`src/rtl/arcrc_consts.vh`:
```
// register map, field positions, reset values and timing counts
`ifndef ARCRC_CONSTS_VH
`define ARCRC_CONSTS_VH

// register indices, byte address is four times the index
`define ARCRC_IDX_DATA_RATE 6'h04
`define ARCRC_IDX_REF_CTRL 6'h05
`define ARCRC_IDX_STATUS 6'h06
`define ARCRC_IDX_CTRL 6'h07

// data_rate_config fields
`define ARCRC_DR_RATE_LSB 0
`define ARCRC_DR_FILT_BIT 4
`define ARCRC_DR_CLK_BIT 6
`define ARCRC_DR_RESET 8'h14

// reference_control fields
`define ARCRC_RC_PWR_LSB 0
`define ARCRC_RC_SEL_LSB 2
`define ARCRC_RC_NBUF_BIT 4
`define ARCRC_RC_PBUF_BIT 5
`define ARCRC_RC_RESET 8'h30

// control register fields
`define ARCRC_CTRL_PDN_BIT 0
`define ARCRC_CTRL_RUN_BIT 1
`define ARCRC_CTRL_RST_BIT 2
`define ARCRC_CTRL_RESET 8'h00

// field codes
`define ARCRC_PWR_AUTO 2'h1
`define ARCRC_PWR_ALWAYS 2'h2
`define ARCRC_SEL_EXT0 2'h0
`define ARCRC_SEL_EXT1 2'h1
`define ARCRC_SEL_INT 2'h2

// modulator clock divider: last count of a divide by 16
`define ARCRC_MOD_DIV_LAST 4'hF

// oversampling ratios in modulator clocks, codes 0 to 13
`define ARCRC_OSR_0 17'h19000
`define ARCRC_OSR_1 17'h0C800
`define ARCRC_OSR_2 17'h06400
`define ARCRC_OSR_3 17'h03C00
`define ARCRC_OSR_4 17'h03200
`define ARCRC_OSR_5 17'h01400
`define ARCRC_OSR_6 17'h010A8
`define ARCRC_OSR_7 17'h00A00
`define ARCRC_OSR_8 17'h00500
`define ARCRC_OSR_9 17'h00280
`define ARCRC_OSR_10 17'h00140
`define ARCRC_OSR_11 17'h00100
`define ARCRC_OSR_12 17'h00080
`define ARCRC_OSR_13 17'h00040

`endif

```
`src/rtl/arcrc_mod_clk.v`:
```
// system clock selection and modulator clock enable divider
`timescale 1ns/1ps
`default_nettype none
`include "arcrc_consts.vh"

module arcrc_mod_clk (
  input wire clk_i,
  input wire rst_i,
  input wire int_osc_tick_i,
  input wire ext_clk_i,
  input wire ext_sel_i,
  output reg mod_tick_o
);

  reg ext_s1_q; // first sync stage, read only by second
  reg ext_s2_q; // second sync stage
  reg ext_s3_q; // delayed copy for edge detect
  reg sel_q; // last source, to spot a switch
  reg [3:0] div_q; // divide by 16 counter
  wire sys_tick; // one tick per selected system clock

  // external clock rising edge, or internal tick
  assign sys_tick = ext_sel_i ? (ext_s2_q & ~ext_s3_q) : int_osc_tick_i;

  // synchroniser and divider
  always @(posedge clk_i)
  begin
    if (rst_i)
    begin
      ext_s1_q <= 1'b0;
      ext_s2_q <= 1'b0;
      ext_s3_q <= 1'b0;
      sel_q <= 1'b0;
      div_q <= 4'h0;
      mod_tick_o <= 1'b0;
    end
    else
    begin
      ext_s1_q <= ext_clk_i;
      ext_s2_q <= ext_s1_q;
      ext_s3_q <= ext_s2_q;
      sel_q <= ext_sel_i;
      mod_tick_o <= 1'b0;
      // restart the divide on a source switch, no runt period
      if (sel_q != ext_sel_i)
      begin
        div_q <= 4'h0;
      end
      else if (sys_tick)
      begin
        div_q <= div_q + 4'h1;
        mod_tick_o <= (div_q == `ARCRC_MOD_DIV_LAST);
      end
    end
  end

endmodule // arcrc_mod_clk
`default_nettype wire

```
`src/rtl/arcrc_conv.v`:
```
// conversion timer: counts modulator clocks per result
`timescale 1ns/1ps
`default_nettype none
`include "arcrc_consts.vh"

module arcrc_conv (
  input wire clk_i,
  input wire rst_i,
  input wire mod_tick_i,
  input wire run_i,
  input wire restart_i,
  input wire [3:0] rate_code_i,
  output reg done_o
);

  reg [16:0] cnt_q; // modulator clocks into current result
  wire [16:0] osr; // ratio for the current code

  // ratio per rate code, zero for undefined codes
  function [16:0] arcrc_osr;
    input [3:0] code;
    begin
      case (code)
        4'h0: arcrc_osr = `ARCRC_OSR_0;
        4'h1: arcrc_osr = `ARCRC_OSR_1;
        4'h2: arcrc_osr = `ARCRC_OSR_2;
        4'h3: arcrc_osr = `ARCRC_OSR_3;
        4'h4: arcrc_osr = `ARCRC_OSR_4;
        4'h5: arcrc_osr = `ARCRC_OSR_5;
        4'h6: arcrc_osr = `ARCRC_OSR_6;
        4'h7: arcrc_osr = `ARCRC_OSR_7;
        4'h8: arcrc_osr = `ARCRC_OSR_8;
        4'h9: arcrc_osr = `ARCRC_OSR_9;
        4'hA: arcrc_osr = `ARCRC_OSR_10;
        4'hB: arcrc_osr = `ARCRC_OSR_11;
        4'hC: arcrc_osr = `ARCRC_OSR_12;
        4'hD: arcrc_osr = `ARCRC_OSR_13;
        default: arcrc_osr = 17'h00000;
      endcase
    end
  endfunction

  assign osr = arcrc_osr(rate_code_i);

  // filter type never enters the count
  always @(posedge clk_i)
  begin
    if (rst_i)
    begin
      cnt_q <= 17'h00000;
      done_o <= 1'b0;
    end
    else
    begin
      done_o <= 1'b0;
      // stopped, retuned or undefined code: no result
      if (restart_i || !run_i || (osr == 17'h00000))
      begin
        cnt_q <= 17'h00000;
      end
      else if (mod_tick_i)
      begin
        if (cnt_q == osr - 17'h00001)
        begin
          cnt_q <= 17'h00000;
          done_o <= 1'b1;
        end
        else
        begin
          cnt_q <= cnt_q + 17'h00001;
        end
      end
    end
  end

endmodule // arcrc_conv
`default_nettype wire

```
`src/rtl/arcrc_top.v`:
```
// reference, clock and data-rate control with a wishbone register slave
//
// Register access over Wishbone was chosen for this implementation.
`timescale 1ns/1ps
`default_nettype none
`include "arcrc_consts.vh"

module arcrc_top (
  input wire clk_i,
  input wire rst_i,
  input wire wb_cyc_i,
  input wire wb_stb_i,
  input wire wb_we_i,
  input wire [7:0] wb_adr_i,
  input wire [3:0] wb_sel_i,
  input wire [31:0] wb_dat_i,
  output reg [31:0] wb_dat_o,
  output reg wb_ack_o,
  input wire int_osc_tick_i,
  input wire ext_clk_i,
  output reg int_ref_en_o,
  output reg ref_sel_int_o,
  output reg ref_sel_ext0_o,
  output reg ref_sel_ext1_o,
  output reg pos_buf_en_o,
  output reg neg_buf_en_o,
  output reg sys_clk_ext_o,
  output wire mod_tick_o,
  output reg lowlat_filter_o,
  output reg sinc3_filter_o,
  output reg notch_50_o,
  output reg notch_60_o,
  output wire data_ready_o,
  output reg power_down_o
);

  // register storage
  // only the low byte of each word is kept, upper lanes read zero
  reg [7:0] data_rate_config_q; // rate code, filter, clock select
  reg [7:0] reference_control_q; // power, source, buffer bits
  reg [7:0] ctrl_q; // power-down and run bits
  reg result_tgl_q; // flips on every finished result

  // bus decode
  // the map holds four byte-wide registers, each in the low byte
  // of an aligned word; word index is the byte address over four
  //   index 4: data_rate_config, index 5: reference_control
  //   index 6: status (read only), index 7: control
  // everything else acks and reads zero so a stray access
  // from software never stalls the bus
  wire req; // a new request this cycle
  wire wr_lo; // write hitting the low byte lane
  wire [5:0] idx; // word index from the byte address
  wire hit_dr; // data_rate_config selected
  wire hit_rc; // reference_control selected
  wire hit_st; // status selected
  wire hit_ct; // control selected
  wire rst_cmd; // reset command written by software
  wire cfg_rst; // pin reset or reset command
  wire restart; // data_rate_config write or reset restarts conversion
  reg [7:0] rd_byte; // read mux result

  // field views
  // named slices of the stored registers, combinational
  wire [3:0] rate_code; // oversampling choice
  wire filter_sinc3; // 1 selects sinc3
  wire clk_ext_sel; // 1 selects external clock
  wire [1:0] internal_ref_power_field; // reference power code
  wire [1:0] ref_source_select; // reference mux code
  wire pos_ref_buffer_off; // active-low enable of positive buffer
  wire neg_ref_buffer_off; // active-low enable of negative buffer
  wire pdn; // device in power-down
  wire run; // conversions running
  wire ref_on; // internal reference powered
  wire rate_bad; // undefined rate code stored

  // notch on a line frequency for a rate code
  // only meaningful for the low-latency filter
  // rates are grouped by result, not listed in code order
  function notch_hit;
    input [3:0] code;
    input sixty;
    begin
      case (code)
        // slowest rates and 20 SPS reject both line frequencies
        4'h0: notch_hit = 1'b1;
        4'h1: notch_hit = 1'b1;
        4'h2: notch_hit = 1'b1;
        4'h4: notch_hit = 1'b1;
        // 16.6 and 50 SPS notch only the 50 Hz line
        4'h3: notch_hit = ~sixty;
        4'h5: notch_hit = ~sixty;
        // 60 SPS notches only the 60 Hz line
        4'h6: notch_hit = sixty;
        // faster rates leave line noise to the sinc3 path or the user
        default: notch_hit = 1'b0;
      endcase
    end
  endfunction

  // classic single cycle: one request per ack
  // masking with the ack keeps a held request from being
  // taken twice; the master drops stb in the ack cycle
  assign req = wb_cyc_i & wb_stb_i & ~wb_ack_o;
  assign wr_lo = req & wb_we_i & wb_sel_i[0];
  assign idx = wb_adr_i[7:2];

  // address decode
  // only the word index is compared, low address bits ignored
  assign hit_dr = (idx == `ARCRC_IDX_DATA_RATE);
  assign hit_rc = (idx == `ARCRC_IDX_REF_CTRL);
  assign hit_st = (idx == `ARCRC_IDX_STATUS);
  assign hit_ct = (idx == `ARCRC_IDX_CTRL);

  // reset command bit acts in the write cycle itself
  // it clears configuration, result toggle and conversion count; the bus answer and the
  // output flops keep running so the write is still acked
  assign rst_cmd = wr_lo & hit_ct & wb_dat_i[`ARCRC_CTRL_RST_BIT];
  assign cfg_rst = rst_i | rst_cmd;

  // new rate or filter restarts so the first result is settled
  assign restart = cfg_rst | (wr_lo & hit_dr);

  // field extraction
  // positions come from the constants header
  assign rate_code = data_rate_config_q[`ARCRC_DR_RATE_LSB+3:`ARCRC_DR_RATE_LSB];
  assign filter_sinc3 = data_rate_config_q[`ARCRC_DR_FILT_BIT];
  assign clk_ext_sel = data_rate_config_q[`ARCRC_DR_CLK_BIT];
  assign internal_ref_power_field = reference_control_q[`ARCRC_RC_PWR_LSB+1:`ARCRC_RC_PWR_LSB];
  assign ref_source_select = reference_control_q[`ARCRC_RC_SEL_LSB+1:`ARCRC_RC_SEL_LSB];
  assign pos_ref_buffer_off = reference_control_q[`ARCRC_RC_PBUF_BIT];
  assign neg_ref_buffer_off = reference_control_q[`ARCRC_RC_NBUF_BIT];
  assign pdn = ctrl_q[`ARCRC_CTRL_PDN_BIT];
  assign run = ctrl_q[`ARCRC_CTRL_RUN_BIT];
  // codes 1110 and 1111 give no results, flagged in status
  // the conversion timer sees a zero ratio for them and idles
  assign rate_bad = (rate_code > 4'hD);

  // always-on code ignores power-down, auto code obeys it
  // any other code leaves the reference off
  // code 11 is treated as off, the safe choice for an
  // unlisted setting; the reference output then stays low
  assign ref_on = (internal_ref_power_field == `ARCRC_PWR_ALWAYS) |
                  ((internal_ref_power_field == `ARCRC_PWR_AUTO) & ~pdn);

  // configuration registers
  // reset command clears them like the pin, so a stale
  // external clock choice cannot survive a software reset
  always @(posedge clk_i)
  begin
    if (cfg_rst)
    begin
      // clock select back to internal oscillator
      data_rate_config_q <= `ARCRC_DR_RESET;
      // reference off, external pair zero selected
      reference_control_q <= `ARCRC_RC_RESET;
      // power-down and run cleared, conversions stop
      ctrl_q <= `ARCRC_CTRL_RESET;
    end
    else if (wr_lo)
    begin
      // byte writes on lane zero only, upper lanes are not stored
      if (hit_dr)
      begin
        // undefined rate codes are stored as written and only
        // reported in status, they never produce a result
        data_rate_config_q <= wb_dat_i[7:0];
      end
      else if (hit_rc)
      begin
        reference_control_q <= wb_dat_i[7:0];
      end
      else if (hit_ct)
      begin
        // reset bit is a command and never stored
        ctrl_q <= wb_dat_i[7:0] & ~(8'h01 << `ARCRC_CTRL_RST_BIT);
      end
    end
  end

  // read mux, status is live block state
  // status bits, low to high:
  //   0 internal reference powered
  //   1 external system clock selected
  //   2 low-latency filter selected
  //   3 50 Hz notch active
  //   4 60 Hz notch active
  //   5 conversions enabled
  //   6 toggles once per finished result
  //   7 undefined rate code stored
  // status bits 0 to 4 lag a register write by one cycle, those outputs are flops
  always @*
  begin
    rd_byte = 8'h00;
    if (hit_dr)
    begin
      rd_byte = data_rate_config_q;
    end
    else if (hit_rc)
    begin
      rd_byte = reference_control_q;
    end
    else if (hit_st)
    begin
      rd_byte = {rate_bad, result_tgl_q, run, notch_60_o,
                 notch_50_o, lowlat_filter_o, sys_clk_ext_o, int_ref_en_o};
    end
    else if (hit_ct)
    begin
      rd_byte = ctrl_q;
    end
  end

  // bus answer one cycle after the request
  // unmapped addresses are acked and read zero
  // read data is captured with the ack so it stands while
  // the master samples it, and holds until the next request, read or write
  // a fixed one-cycle answer keeps the master simple
  always @(posedge clk_i)
  begin
    if (rst_i)
    begin
      wb_ack_o <= 1'b0;
      wb_dat_o <= 32'h00000000;
    end
    else
    begin
      wb_ack_o <= req;
      if (req)
      begin
        wb_dat_o <= {24'h000000, rd_byte};
      end
    end
  end

  // result toggle seen by software through status
  // a toggle rather than a sticky flag needs no clear path,
  // software compares it against its last read value
  always @(posedge clk_i)
  begin
    if (cfg_rst)
    begin
      result_tgl_q <= 1'b0;
    end
    else if (data_ready_o)
    begin
      result_tgl_q <= ~result_tgl_q;
    end
  end

  // registered control outputs toward the analog side
  // every analog control is a flop so the switches see no
  // decode glitches while a register is rewritten
  // reset values match what the register reset values decode to
  always @(posedge clk_i)
  begin
    if (rst_i)
    begin
      int_ref_en_o <= 1'b0;
      ref_sel_int_o <= 1'b0;
      // external pair zero routed from reset
      ref_sel_ext0_o <= 1'b1;
      ref_sel_ext1_o <= 1'b0;
      // register reset value has both buffers off
      pos_buf_en_o <= 1'b0;
      neg_buf_en_o <= 1'b0;
      sys_clk_ext_o <= 1'b0;
      lowlat_filter_o <= 1'b0;
      // sinc3 chosen at reset, as the register says
      sinc3_filter_o <= 1'b1;
      notch_50_o <= 1'b0;
      notch_60_o <= 1'b0;
      power_down_o <= 1'b0;
    end
    else
    begin
      // reference power follows code and power-down
      // powering up needs a settling wait that software must keep
      int_ref_en_o <= ref_on;
      ref_sel_int_o <= (ref_source_select == `ARCRC_SEL_INT);
      // code 00 routes external pair zero
      ref_sel_ext0_o <= (ref_source_select == `ARCRC_SEL_EXT0);
      // code 01 routes external pair one
      ref_sel_ext1_o <= (ref_source_select == `ARCRC_SEL_EXT1);
      // buffer bits are active low enables
      pos_buf_en_o <= ~pos_ref_buffer_off;
      neg_buf_en_o <= ~neg_ref_buffer_off;
      // clock source follows the select bit
      sys_clk_ext_o <= clk_ext_sel;
      // filter bit 0 low-latency, 1 sinc3
      lowlat_filter_o <= ~filter_sinc3;
      sinc3_filter_o <= filter_sinc3;
      // line notches of the low-latency filter
      notch_50_o <= ~filter_sinc3 & notch_hit(rate_code, 1'b0);
      notch_60_o <= ~filter_sinc3 & notch_hit(rate_code, 1'b1);
      // power-down indication for the analog blocks
      power_down_o <= pdn;
    end
  end

  // modulator clock enable from selected source
  // the divider yields an enable, the modulator logic stays
  // on clk_i, so no second clock domain is created
  arcrc_mod_clk u_mod_clk (
    .clk_i(clk_i),
    .rst_i(rst_i),
    .int_osc_tick_i(int_osc_tick_i),
    .ext_clk_i(ext_clk_i),
    .ext_sel_i(clk_ext_sel),
    .mod_tick_o(mod_tick_o)
  );

  // result timing from rate code only
  // the filter bit is not wired in, both filters share the ratio
  // restart clears the count so a new rate starts clean
  // power-down halts conversions, the modulator clock keeps running
  arcrc_conv u_conv (
    .clk_i(clk_i),
    .rst_i(rst_i),
    .mod_tick_i(mod_tick_o),
    .run_i(run & ~pdn),
    .restart_i(restart),
    .rate_code_i(rate_code),
    .done_o(data_ready_o)
  );

endmodule // arcrc_top
`default_nettype wire

```
`config.mk`:
```
export PLATFORM = sky130hd
export DESIGN_NAME = arcrc_top
export DESIGN_NICKNAME = d
export VERILOG_FILES = /design/src/rtl/arcrc_mod_clk.v /design/src/rtl/arcrc_conv.v /design/src/rtl/arcrc_top.v
export VERILOG_INCLUDE_DIRS = /design/src /design/src/rtl
export SDC_FILE = /design/constraint.sdc
export NUM_CORES = 1
export LEC_CHECK = 0
export BUFFER_PORTS_ARGS = -buffer_cell sky130_fd_sc_hd__buf_2
export CORE_MARGIN = 5
export CORE_UTILIZATION = 50
export DETAILED_ROUTE_END_ITERATION = 8
export PLACE_DENSITY_LB_ADDON = 0.05
export SLEW_MARGIN = 15
export SYNTH_ARGS = -nofsm -noshare
export SYNTH_HDL_FRONTEND = slang
export SYNTH_HIERARCHICAL = 1
export SYNTH_SLANG_ARGS = --single-unit
```
`constraint.sdc`:
```
create_clock -name clk_i -period 4.8 [get_ports clk_i]
set_input_delay 0.24 -clock clk_i [delete_from_list [all_inputs] [get_ports clk_i]]
set_output_delay 0.24 -clock clk_i [all_outputs]
set_load 0.03 [all_outputs]
```
==> Word level (Yosys, flattened, before mapping) <==
Memory sizes are Yosys's and may differ from the RTL's. A register that Yosys moved wholly into a read port is not among the register bits.
Index checks and enable logic that the tools add are counted.
{ "word_totals": {"reg_bits": 71, "latch_bits": 0, "ram_bits": 0, "romBits": 208, "inputBits": 51, "wordCells": 101, "mem_count": 1} }
{ "op_classes": {"add_sub_neg": 3, "multipliers": 0, "div_mod_pow": 0, "order_cmp": 1, "eq_ne": 17, "shift": 0, "muxes": 13, "bitwise": 26, "reduce_logical": 15} }
{ "mem_list": {"columns": ["memory", "words", "word_bits", "rd", "rd_ports_with_merged_regs", "write_ports", "line_no", "text"], "rows": [
  ["(name not given)", 16, 13, 1, 1, 0, "arcrc_conv.v:23", "case (code)"]
]} }
{ "ops": {"columns": ["cell", "count"], "rows": [
  ["$mux W8", 4],
  ["$eq A6 B3 Y1 const B", 4],
  ["$add A17 B1 Y17 const B", 1],
  ["$eq A17 B17 Y1", 1],
  ["$logic_not A17 Y1", 1],
  ["$mux W17", 1],
  ["$sub A17 B1 Y17 const B", 1],
  ["$and A1 B1 Y1", 12],
  ["$eq A4 B3 Y1 const B", 3],
  ["$not A1 Y1", 11],
  ["$eq A4 B2 Y1 const B", 2],
  ["$mux W4", 2],
  ["$mux W1", 6],
  ["$reduce_or A3 Y1", 2],
  ["$reduce_or A6 Y1", 1],
  ["$reduce_or A5 Y1", 1],
  ["$add A4 B1 Y4 const B", 1],
  ["$eq A2 B1 Y1 const B", 2],
  ["$eq A2 B2 Y1 const B", 2],
  ["$eq A4 B1 Y1 const B", 1],
  ["$eq A4 B4 Y1 const B", 1],
  ["$gt A4 B4 Y1 const B", 1],
  ["$logic_not A4 Y1", 1],
  ["$reduce_and A4 Y1", 1],
  ["8 further kinds", 12]
]} }

==> Depth between registers and ports, before layout <==
Gate-level depths: netlist (run 1).
{ "logic_depth": {"ltp_word": 11, "ltp_mapped": 11, "mapped_depth_nobuf": 9} }

==> Cells and area by module <==
The synthesis (run 1) kept the hierarchy.
{ "modules_own_cells": {"columns": ["module", "n_inst", "cells_each", "area_each_um2", "seq_area_each_um2"], "rows": [
  ["arcrc_top", 1, 189, 1958.1, 900.9],
  ["arcrc_conv", 1, 180, 1510.2, 360.3],
  ["arcrc_mod_clk", 1, 36, 379.1, 180.2]
]} }

==> Least setup slack after synthesis (run 1) <==
OpenSTA, ideal clock, no wires.
{ "synth_timing": {"kind": "in2reg", "from": "input wb_adr_i[7]", "to": "register u_conv.cnt_q[14]", "arrival_ps": 2410, "path_slack_ps": 2255, "stages": 8, "path_buffers": 2, "cell_sequence": "or4b_4 > nor4_4 > a21oi_1 > nand2_1 > or4b_2 > buf_2 > buf_1 > nor3_2"} }
{ "synth_via": {"elab_chain_cells": 8} }
{ "synth_rtl": {"columns": ["element", "line_no", "text"], "rows": [
  ["start, declared", "arcrc_top.v:14", "input wire [7:0] wb_adr_i,"],
  ["$eq A6 B3 Y1 (no line)", null, null],
  ["$and A1 B1 Y1 (2 in a row)", "arcrc_top.v:118", "assign rst_cmd = wr_lo & hit_ct & wb_dat_i[`ARCRC_CTRL_RST_BIT];"],
  ["$or A1 B1 Y1", "arcrc_top.v:119", "assign cfg_rst = rst_i | rst_cmd;"],
  ["$or A1 B1 Y1 (*)", "arcrc_top.v:122", "assign restart = cfg_rst | (wr_lo & hit_dr);"],
  ["via restart", "arcrc_top.v:60", "wire restart;"],
  ["$logic_or A1 B1 Y1 (*) (2 in a row)", "arcrc_conv.v:57", "if (restart_i || !run_i || (osr == 17'h00000))"],
  ["$reduce_or A2 Y1 (no line) (*)", null, null],
  ["end signal, assigned", "arcrc_conv.v:70", "cnt_q <= cnt_q + 17'h00001;"],
  ["end, declared", "arcrc_conv.v:16", "reg [16:0] cnt_q;"]
]} }
The timed path passes the listed nets; every way through them passes the cells marked *.
A chain may end at the register's enable or synchronous reset.

==> results of run 1 <==
==> cell usage in the layout (no fill, tap or decap), types with 2 or more instances in the layout <==
master and n:
a211oi_1 2, a21oi_1 18, a22oi_1 9, a31oi_1 2, and2_1 2, and3_1 4
buf_2 44, clkbuf_1 3, clkbuf_8 10, clkinv_2 2, conb_1 24, dfxtp_1 72
ha_1 8, inv_1 10, mux2i_1 34, mux4_2 6, nand2_1 19, nand2b_1 3
nand3_1 14, nand3b_1 5, nand4_1 4, nand4b_1 2, nor2_1 45, nor2b_1 10
nor3_1 7, nor3_2 10, nor3b_1 4, nor4_1 2, o211ai_1 4, o21ai_0 5
o22ai_1 3, o2bb2ai_1 2, o31ai_1 2, or2b_1 2, or3_1 3, or3b_1 2
or4_1 2, or4b_1 2, xnor2_1 9, xor2_1 10
==> kinds of logic (layout without fill, tap and decap cells) <==
| logic type | after synthesis | count (layout) | share of synthesized area, % |
|---|---|---|---|
| AO/OA/AOI/OAI | 60 | 60 | 11.0 |
| buffers and inverters | 52 | 70 | 8.75 |
| multiplexers | 40 | 40 | 12.4 |
| adder cells (fa/ha/maj) | 8 | 8 | 2.60 |
| XOR/XNOR | 20 | 20 | 4.75 |
| other | 1 | 24 | 0.0975 |
| flip-flops | 72 | 72 | 37.5 |
| AND/OR/NAND/NOR | 152 | 152 | 23.0 |
==> critical path, stage by stage, from the launching register on <==
cell and delay [ns]:
dfxtp_1 0.60, inv_1 0.18, ha_1 0.34, nor4bb_1 0.75, a21oi_1 0.12, xnor2_1 0.19
a211oi_2 0.17, o2111ai_2 0.24, nor3_4 0.67, nor2b_1 0.21
==> routing by layer <==
metal  vias up  global-route usage (%)  share of wire, %
li1       1467                       -                 -
met1      1380                    23.3                48
met2        59                    27.9                46
met3         7                    4.59               5.3
met5         -                       0                 0
met4         0                    4.90              0.95
==> how the worst max path moves through the flow <==
stage | start | endpoint | slack [ns] | cells past startpoint
finish | data_rate_config_q[1] | u_conv/done_o | 1.26 | 9
global route | data_rate_config_q[1] | u_conv/done_o | 0.95 | 9
CTS | data_rate_config_q[1] | u_conv/done_o | 1.22 | 9
detailed placement | data_rate_config_q[1] | u_conv/done_o | 1.25 | 9
global placement | data_rate_config_q[1] | u_conv/done_o | 1.28 | 9
floorplan | wb_adr_i[7] | u_conv/cnt_q[14] | 2.25 | 8
==> area by class of cell <==
type	count	area, um2	share of cell area [%]
multi-input cells	304	2160	52.0
flip-flops and latches	72	1440	34.7
repair buffers	44	220	5.31
clock buffers	13	149	3.59
well taps	102	128	3.08
inverters	10	37.5	0.905
clock inverters	3	17.5	0.422
==> synth_stat cells, types with 9 or more instances <==
library cell / n / area [um2]
nand3_1: 14 / 70.1
a22oi_1: 9 / 67.6
inv_1: 10 / 37.5
dfxtp_1: 72 / 1440
nor3_2: 10 / 100
buf_4: 29 / 218
xnor2_1: 9 / 78.8
nand2_1: 19 / 71.3
xor2_1: 10 / 87.6
mux2i_1: 34 / 340
nor2b_1: 10 / 62.6
a21oi_1: 18 / 90.1
nor2_1: 45 / 169
==> sequential cells by signal, indices dropped and copies added, names as in the netlist, 4 cells and up <==
register	cells
ctrl_q	7
data_rate_config_q	8
reference_control_q	8
u_conv/cnt_q	17
u_mod_clk/div_q	4
wb_dat_o	8
==> through the flow <==
step                      hold slack [ns]  std cells
after floorplan                     0.312        428
after detailed placement            0.429        532
after global placement              0.435        532
after CTS                          0.0920        548
final                               0.112        548
after global routing                0.108        548
==> power breakdown <==
part | switching [W] | internal (W) | total (W)
clock | 0.000221 | 0.000201 | 0.000421
sequential | 0.00000183 | 0.000600 | 0.000602
combinational | 0.0000504 | 0.0000174 | 0.0000678
==> impl_results.md, run 1 <==
- Reg2Reg Depth: 9
- Final Util: 54.5%
- Post-Syn Area: 3850 um2
- Leak: 1.69 nW
- Final min period: 3.54 ns
- Fraction of layout cells with a size suffix above 1: 19.5%
- RR Endpoint: u_conv/done_o
- DR vias/cell: 5.32
- Async S/R FF share, synth: 0%
- CP max FO: 13
- Synth cell types: 65
- Worst VDD drop: 0.192 mV
- Chip Width: 97.7 um
- Maximum buffer depth of the clock tree: 2
- CP Capture Type: flop
- Area after DPL: 3980 um2
- DR vias: 2,913
- Cts hold-fix bufs: 0
- Number of flops mapped to enable cells by yosys: 0
- Setup bufs post-CTS: 0
- Worst slew pin tran: 1.00 ns
- Mean Syn Cell Area: 9.50 um2
- Final Max Tran Viols: 0
- Die height: 97.7 um
- Syn Inst Count: 405
- Vias in the first global route: 2,824
- Clk_skew: 0.0136 ns
- Post-CTS sizing: 0
- Sink Count: 72
- Total global-route track usage: 17.4%
- PD cells: 263 nW/um2
- Root Driver: clkbuf_8
- Worst-path clk slew: 0.07 ns
- Largest net degree at the start of global routing: 32
- Top_reg_cell synth: dfxtp_1
- Hold crit path type: in -> reg
- Ys Warns: 6
- TritonRoute pass-1 iters: 4
- Worst-Skew Late Latency: 0.34 ns
- Nets: 500
- CP startpoint kind: flop
- Core Region: 7610 um2
- Max-cap violation count: 0
- Antenna fix cells: 0
- RSZ-0062 raised after global routing: no
- H-tree levels: 3
- Worst reg-to-reg setup slack: 1.26 ns
- Setup TNS: 0 ns
- 1st-iter DRT viols: 136
- Grt total ovfl: 0
- Starting density of the core: 50.6%
- Final hold violation count: 0
- Slew HR: 33.0%
- Antenna viol nets, final: 0
- Register bit total from synthesis: 72
- RePlAce Congestion: 0.768
- Die area: 9550 um2
- Fin area: 4150 um2
- # port buffers: 44
- CTS buffer count: 9
- IO Pins: 98
- Fmax achieved: 283 MHz
- WL final: 8.18 mm
- Crit path required time: 5.07 ns
- Hold path start: ext_clk_i
- Crit path DAT: 3.81 ns
- Place WS: 1.25 ns
- Layout area overhead: 7.84%
- Std cell rows: 32
- Hold EP: u_mod_clk/ext_s1_q
- First-pass GRT wire length: 13.7 mm
- DR DRC count: 0
- Power consumption: 0.00109 W
- Final-layout fill cell count: 749
- Post-DP HPWL: 5.78 mm
- Initial antenna violation count: 0
- Final setup fails: 0
- Final worst setup slack: 1.26 ns
- WHS Path Cells: 2
- CTS tree: done
- Critical path class: reg -> reg
- Routed WL per cell: 14.9 um
- Sequential area share after synthesis: 37.5%
- Period utilization: 73.7%
- Status: finished, final reports clean
- R2r startpoint: data_rate_config_q[1]
(Power assumes the default switching activity.)
==> run 2: changes to the inputs <==
--- a/config.mk
+++ b/config.mk
@@ -6,9 +6,10 @@
 export SDC_FILE = /design/constraint.sdc
 export NUM_CORES = 1
 export LEC_CHECK = 0
+export ABC_AREA = 1
 export BUFFER_PORTS_ARGS = -buffer_cell sky130_fd_sc_hd__buf_2
 export CORE_MARGIN = 5
-export CORE_UTILIZATION = 50
+export CORE_UTILIZATION = 49
 export DETAILED_ROUTE_END_ITERATION = 8
 export PLACE_DENSITY_LB_ADDON = 0.05
 export SLEW_MARGIN = 15
==> constraint.sdc (replaced) <==
create_clock -name clk_i -period 2.9 [get_ports clk_i]
set_input_delay 0.145 -clock clk_i [delete_from_list [all_inputs] [get_ports clk_i]]
set_output_delay 0.145 -clock clk_i [all_outputs]
set_load 0.03 [all_outputs]
==> run 2 against run 1 <==
  * Die area is 13% higher
  * Critical path type unchanged
  * Register-to-register slack worse by 0.97 ns
  * Combinational power is 110% higher
  * Largest power group unchanged
  * Design area is 13% higher
  * Routed wire length is 23% higher
  * First-iteration DRC count is 13% higher
  * Global-route usage is 1.3 points higher
  * Via count is 29% higher
  * Setup slack worse by 0.97 ns
  * Clock skew is 0.0028 ns lower
==> impl_results.md, run 2 <==
- Std cell rows: 34 (+6.3%)
- H-tree levels: 3 (unchanged)
- DR vias/cell: 4.96 (-6.8%)
- Hold path start: wb_dat_i[7]
- RSZ-0062 raised after global routing: no
- Period utilization: 90.0% (+16 points)
- Sequential area share after synthesis: 33.5% (-3.9 points)
- RePlAce Congestion: 0.881 (+15%)
- Die area: 10,700 um2 (+13%)
- Setup bufs post-CTS: 0 (unchanged)
- Sink Count: 72 (unchanged)
- Max-cap violation count: 0 (unchanged)
- Clk_skew: 0.0107 ns (-0.00281 ns)
- Fraction of layout cells with a size suffix above 1: 20.9% (+1.4 points)
- Mean Syn Cell Area: 7.19 um2 (-24%)
- R2r startpoint: data_rate_config_q[0]
- CP Capture Type: flop
- Root Driver: clkbuf_8
- Synth Area in Compound Gates: 7.66% (-3.3 points)
- Cts hold-fix bufs: 1 (+1)
- Largest family of logic cells by synthesized area: simple AND/OR/NAND/NOR gates
- Worst VDD drop: 0.346 mV (+80%)
- Seq pwr share: 50.4% (-4.7 points)
- Largest net degree at the start of global routing: 29 (-9.4%)
- Worst slew pin tran: 0.742 ns (-0.261 ns)
- Highest-count cells in the layout ignoring fill and taps: nand2_1 (141), dfxtp_1 (72), inv_1 (64), nand3_1 (63), nor2_1 (55)
- Number of flops mapped to enable cells by yosys: 0 (unchanged)
- DR DRC count: 0 (unchanged)
- Post-Syn Area: 4300 um2 (+12%)
- CTS tree: done
- WL final: 10.0 mm (+23%)
- Crit path DAT: 2.83 ns (-0.98 ns)
- Initial antenna violation count: 0 (unchanged)
- Top_reg_cell synth: dfxtp_1
- Crit path required time: 3.12 ns (-1.95 ns)
- Sw frac: 27.7% (+2.7 points)
- CP startpoint kind: flop
- Leak: 2.10 nW (+25%)
- DR vias: 3,756 (+29%)
- Net Switching: 0.000552 W (+100%)
- Critical path class: reg -> reg
- Routed WL per cell: 13.2 um (-11%)
- Post-CTS sizing: 0 (unchanged)
- PD cells: 424 nW/um2 (+61%)
- Final hold violation count: 0 (unchanged)
- TritonRoute pass-1 iters: 4 (unchanged)
- IO Pins: 98 (unchanged)
- Async S/R FF share, synth: 0% (unchanged)
- Total global-route track usage: 18.7% (+1.3 points)
- Slew HR: 50.3% (+17 points)
- Setup TNS: 0 ns (unchanged)
- Post-Synth Simple-Gate Area: 39.6% (+17 points)
- Antenna viol nets, final: 0 (unchanged)
- Die height: 104 um (+6.1%)
- Xor and xnor area share after synthesis: 3.67% (-1.1 points)
- Antenna fix cells: 0 (unchanged)
- Final min period: 2.61 ns (-0.929 ns)
- Top reg by flops: u_conv/cnt_q
- Register bit total from synthesis: 72 (unchanged)
- Ys Warns: 6 (unchanged)
- CP max stage delay: 0.54 ns (-0.21 ns)
- Fmax achieved: 383 MHz (+36%)
- Hold crit path type: in -> reg
- Final setup fails: 0 (unchanged)
- 1st-iter DRT viols: 154 (+13%)
- Critical path's top delay family: simple AND/OR/NAND/NOR gates
- Worst setup startpoint: data_rate_config_q[0]
- Cell with the most instances after synthesis: nand2_1
- Chip Width: 104 um (+6.1%)
- Synth cell types: 39 (-40%)
- Critical-path cell list: inv_1 -> ha_1 -> nand3_2 -> nand3_2 -> nor2_4 -> nand2_2 -> nor2_2 -> nand2_1 -> nand2_1 -> nand3_1 -> nor2_4 -> nand4_2 -> nand2_4 -> nor2_1
- Most common cell after layout, fill and taps aside: nand2_1
- Synth top area share: 33.5% (-3.9 points)
- Crit path max-delay cell type: dfxtp_1
- Syn Inst Count: 598 (+48%)
- Status: finished, final reports clean
- Post-synth top cells: nand2_1 (141), dfxtp_1 (72), inv_1 (64), nand3_1 (63), nor2_1 (55)
- Grt total ovfl: 0 (unchanged)
- Mux contribution to synthesized area: 0% (-12 points)
- Layout area overhead: 9.35%
- Clock Power Share: 42.5% (+3.9 points)
- Max FFs per register: 17 (unchanged)
- Synth area leaders: dfxtp_1 (34%), nand2_1 (12%), nand3_1 (7.3%), inv_1 (5.6%), nor2_1 (4.8%)
- Nets: 704 (+41%)
- # port buffers: 44 (unchanged)
- Synth Area in Adders: 2.33% (-0.27 points)
- Worst-path clk slew: 0.09 ns (+0.02 ns)
- Final Max Tran Viols: 0 (unchanged)
- Logic gate share of total power: 7.2% (+1.0 points)
- Maximum buffer depth of the clock tree: 2 (unchanged)
- Largest area contributor in the netlist: dfxtp_1
- Core Region: 8640 um2 (+14%)
- Place WS: 0.278 ns (-0.967 ns)
- Vias in the first global route: 3,559 (+26%)
- Cell internal pwr: 0.00144 W (+76%)
- Post-DP HPWL: 7.55 mm (+31%)
- Starting density of the core: 49.8% (-0.81 points)
- CP Buf/Inv Count: 1 (unchanged)
- CTS buffer count: 9 (unchanged)
- Worst-Skew Late Latency: 0.34 ns (about the same)
- CP max FO: 14 (+1)
- First-pass GRT wire length: 16.9 mm (+23%)
- Final worst setup slack: 0.290 ns (-0.971 ns)
-- run 2: path summary, 6_finish.rpt --
check / end / slack [ns] / depth (start not counted)
max: u_conv/cnt_q[10] / 0.29 / 14
min: reference_control_q[7] / 0.07 / 3
max reg2reg: u_conv/cnt_q[10] / 0.29 / 14
min reg2reg: u_mod_clk/ext_s2_q / 0.41 / 2
-- run 2: final cells by class --
class	count	area [um2]
flip-flops and latches	72	1440
fillers	875	3940
inverters	73	279
repair buffers	49	260
multi-input cells	440	2380
clock inverters	7	82.6
clock buffers	9	124
well taps	108	135
-- run 2: power groups by stage --
| stage | sequential [W] | clock (W) | combinational, W |
|---|---|---|---|
| floorplan | 0.00104 | 0 | 0.000118 |
| global placement | 0.00103 | 0 | 0.000140 |
| global route | 0.00100 | 0.000923 | 0.000155 |
| detailed placement | 0.00103 | 0 | 0.000141 |
| CTS | 0.00100 | 0.000868 | 0.000142 |
| finish | 0.00100 | 0.000846 | 0.000143 |
-- run 2: metal layers --
| layer | wire (um) | track usage [%] | share of wire (%) | up-vias |
|---|---|---|---|---|
| met1 | 4550 | 23.7 | 45 | 1721 |
| met4 | 73 | 4.72 | 0.73 | 0 |
| met5 | 0 | 0 | 0 | - |
| li1 | - | - | - | 1944 |
| met3 | 568 | 4.10 | 5.7 | 6 |
| met2 | 4840 | 32.1 | 48 | 85 |
-- run 2: stage by stage --
step                      hold WS (ns)  instance area, um2  util (%)  power (W)  cells
after floorplan                  0.216                4380         -    0.00115    621
after global placement           0.345                4480      51.9    0.00117    741
after detailed placement         0.356                4480      51.9    0.00117    741
after CTS                       0.0551                4700      54.4    0.00201    758
after global routing            0.0567                4700      54.4    0.00208    758
final                           0.0671                4700      54.4    0.00199    758
-- run 2: kinds of logic (layout without fill, tap and decap cells) --
kind of cell / Yosys count / after routing
AND/OR/NAND/NOR: 331 / 331
buffers and inverters: 109 / 138
flip-flops: 72 / 72
AO/OA/AOI/OAI: 59 / 59
XOR/XNOR: 18 / 18
adder cells (fa/ha/maj): 8 / 8
other: 1 / 24
-- run 2: worst min-delay path, cell delays in order --
cell and delay (ns):
buf_2 0.11, nand2_1 0.06, a21oi_1 0.05
==> run 3: changes to the inputs <==
--- a/config.mk
+++ b/config.mk
@@ -11,6 +11,7 @@
 export CORE_MARGIN = 5
 export CORE_UTILIZATION = 49
 export DETAILED_ROUTE_END_ITERATION = 8
+export MAX_ROUTING_LAYER = met4
 export PLACE_DENSITY_LB_ADDON = 0.05
 export SLEW_MARGIN = 15
 export SYNTH_ARGS = -nofsm -noshare
==> run 3 against run 2 <==
  * Largest cell class unchanged
  * Utilization up 0.41 points
  * Clock-buffer cell count increased by 1
  * Sequential power barely moved
  * Final cell count did not move
  * Clock power grew 12%
  * Flip-flop and latch count unchanged
==> impl_results.md, run 3 (synthesized netlist as in run 2, its figures left out) <==
- First-pass GRT wire length: 16.9 mm (-0.12%)
- RSZ-0062 raised after global routing: no
- Final Util: 54.8% (+0.41 points)
- RePlAce Congestion: 0.840 (-4.6%)
- Fmax achieved: 394 MHz (+2.9%)
- Flip-flop and latch area: 1440 um2 (unchanged)
- Die area: 10,700 um2 (unchanged)
- Setup TNS: 0 ns (unchanged)
- CP max FO: 14 (unchanged)
- Setup bufs post-CTS: 0 (unchanged)
- Sink Count: 72 (unchanged)
- Max FFs per register: 17 (unchanged)
- Max-cap violation count: 0 (unchanged)
- Hold EP: reference_control_q[4]
- CP Capture Type: flop
- Vias in the first global route: 3,587 (+0.79%)
- Final Max Tran Viols: 0 (unchanged)
- RR Endpoint: u_conv/cnt_q[9]
- Period utilization: 87.5% (-2.5 points)
- DR DRC count: 0 (unchanged)
- Worst reg-to-reg setup slack: 0.36 ns (+0.07 ns)
- Worst-path clk slew: 0.08 ns (about the same)
- Final worst setup slack: 0.363 ns (+0.0735 ns)
- Final hold violation count: 0 (unchanged)
- Core Region: 8640 um2 (unchanged)
- R2r startpoint: data_rate_config_q[0]
- Nets: 705 (+0.14%)
- Leak: 2.12 nW (+0.88%)
- Crit path required time: 3.12 ns (about the same)
- Hold path start: wb_dat_i[4]
- Post-CTS sizing: 0 (unchanged)
- Worst-Skew Late Latency: 0.34 ns (about the same)
- Fin Hold WS: 0.0647 ns (-0.00233 ns)
- CP max stage delay: 0.48 ns (-0.06 ns)
- IO Pins: 98 (unchanged)
- WL final: 9.92 mm (-1.2%)
- DR vias/cell: 4.89 (-1.3%)
- Total global-route track usage: 19.3% (+0.67 points)
- Fraction of layout cells with a size suffix above 1: 20.8% (-0.15 points)
- Maximum buffer depth of the clock tree: 2 (unchanged)
- CTS tree: done
- Clk_skew: 0.0127 ns (+0.00193 ns)
- Worst slew pin tran: 0.739 ns (-0.00341 ns)
- Die height: 104 um (unchanged)
- Crit path DAT: 2.76 ns (-0.07 ns)
- Routed WL per cell: 13.1 um (-1.2%)
- Root Driver: clkbuf_8
- Antenna viol nets, final: 0 (unchanged)
- Antenna fix cells: 0 (unchanged)
- Worst VDD drop: 0.405 mV (+17%)
- 1st-iter DRT viols: 148 (-3.9%)
- Starting density of the core: 49.8% (unchanged)
- Most common cell after layout, fill and taps aside: nand2_1
- Top reg by flops: u_conv/cnt_q
- Highest-count cells in the layout ignoring fill and taps: nand2_1 (141), dfxtp_1 (72), inv_1 (64), nand3_1 (63), nor2_1 (55)
- Cts hold-fix bufs: 1 (unchanged)
- Post-DP HPWL: 7.63 mm (+1.0%)
- Critical-path cell list: inv_1 -> ha_1 -> nand3b_1 -> nand3_2 -> inv_2 -> nand2_1 -> nor2_1 -> xor2_1 -> nand2_1 -> clkinv_1 -> nand4_2 -> nand2_4 -> nor2_1
- Multi-input logic area: 2380 um2 (unchanged)
- Final-layout fill cell count: 918 (+4.9%)
- H-tree levels: 3 (unchanged)
- WHS Path Cells: 3 (unchanged)
- Final setup fails: 0 (unchanged)
- TritonRoute pass-1 iters: 4 (unchanged)
- CTS buffer count: 9 (unchanged)
- Crit path max-delay cell type: dfxtp_1
- Reg2Reg Depth: 13 (-1)
- Std cell rows: 34 (unchanged)
- CP startpoint kind: flop
- Final min period: 2.54 ns (-0.0735 ns)
- # port buffers: 44 (unchanged)
- Initial antenna violation count: 0 (unchanged)
- Critical path class: reg -> reg
- Worst setup startpoint: data_rate_config_q[0]
- Hold crit path type: in -> reg
- Largest net degree at the start of global routing: 29 (unchanged)
- Slew HR: 50.6% (+0.23 points)
- Grt total ovfl: 0 (unchanged)
- Layout area overhead: 10.2%
- DR vias: 3,709 (-1.3%)
- Cell count after placement: 742 (+0.13%)
- PD cells: 442 nW/um2 (+4.3%)
- Finished Layout Cells: 758 (unchanged)
- Status: finished, final reports clean
- Place WS: 0.355 ns (+0.0764 ns)
- Chip Width: 104 um (unchanged)
## run 3: worst max-delay path: cells and delay by family, from the launching register on
kind / cells / cell delay [ns]
xor+xnor: 1 / 0.22
simple gates: 8 / 1.07
flops: 1 / 0.48
fa+ha+maj: 1 / 0.34
buf+inv: 3 / 0.30
## run 3: how the worst max path moves through the flow
| stage | end | cells after the start |
|---|---|---|
| global placement | u_conv/cnt_q[8] | 13 |
| CTS | u_conv/cnt_q[8] | 13 |
| global route | u_conv/cnt_q[10] | 15 |
| floorplan | u_conv/cnt_q[12] | 16 |
| finish | u_conv/cnt_q[9] | 13 |
| detailed placement | u_conv/cnt_q[8] | 13 |
## run 3: area by class of cell
type | instances | area share, %
sequential | 72 | 30.4
clock buffer | 10 | 2.70
multi-input combinational | 440 | 50.2
clock inverter | 5 | 2.25
inverter | 73 | 5.89
timing repair buffer | 50 | 5.66
tap | 108 | 2.85
## run 3: power breakdown
part	internal (W)	switching [W]
Combinational	0.0000311	0.000113
Sequential	0.000997	0.00000605
Clock	0.000569	0.000377
Total	0.00160	0.000496
## run 3: metal layers
metal	wire length [um]	GRT usage [%]
met2	4790	31.6
met1	4550	24.4
met4	192	7.22
met5	0	-
met3	391	2.55
## run 3: per-stage QoR
stage	area (um2)	total power [W]
3_3_place_gp	4490	0.00117
5_1_grt	4730	0.00218
4_1_cts	4730	0.00211
3_5_place_dp	4490	0.00117
6_report	4730	0.00209
2_1_floorplan	4380	0.00115
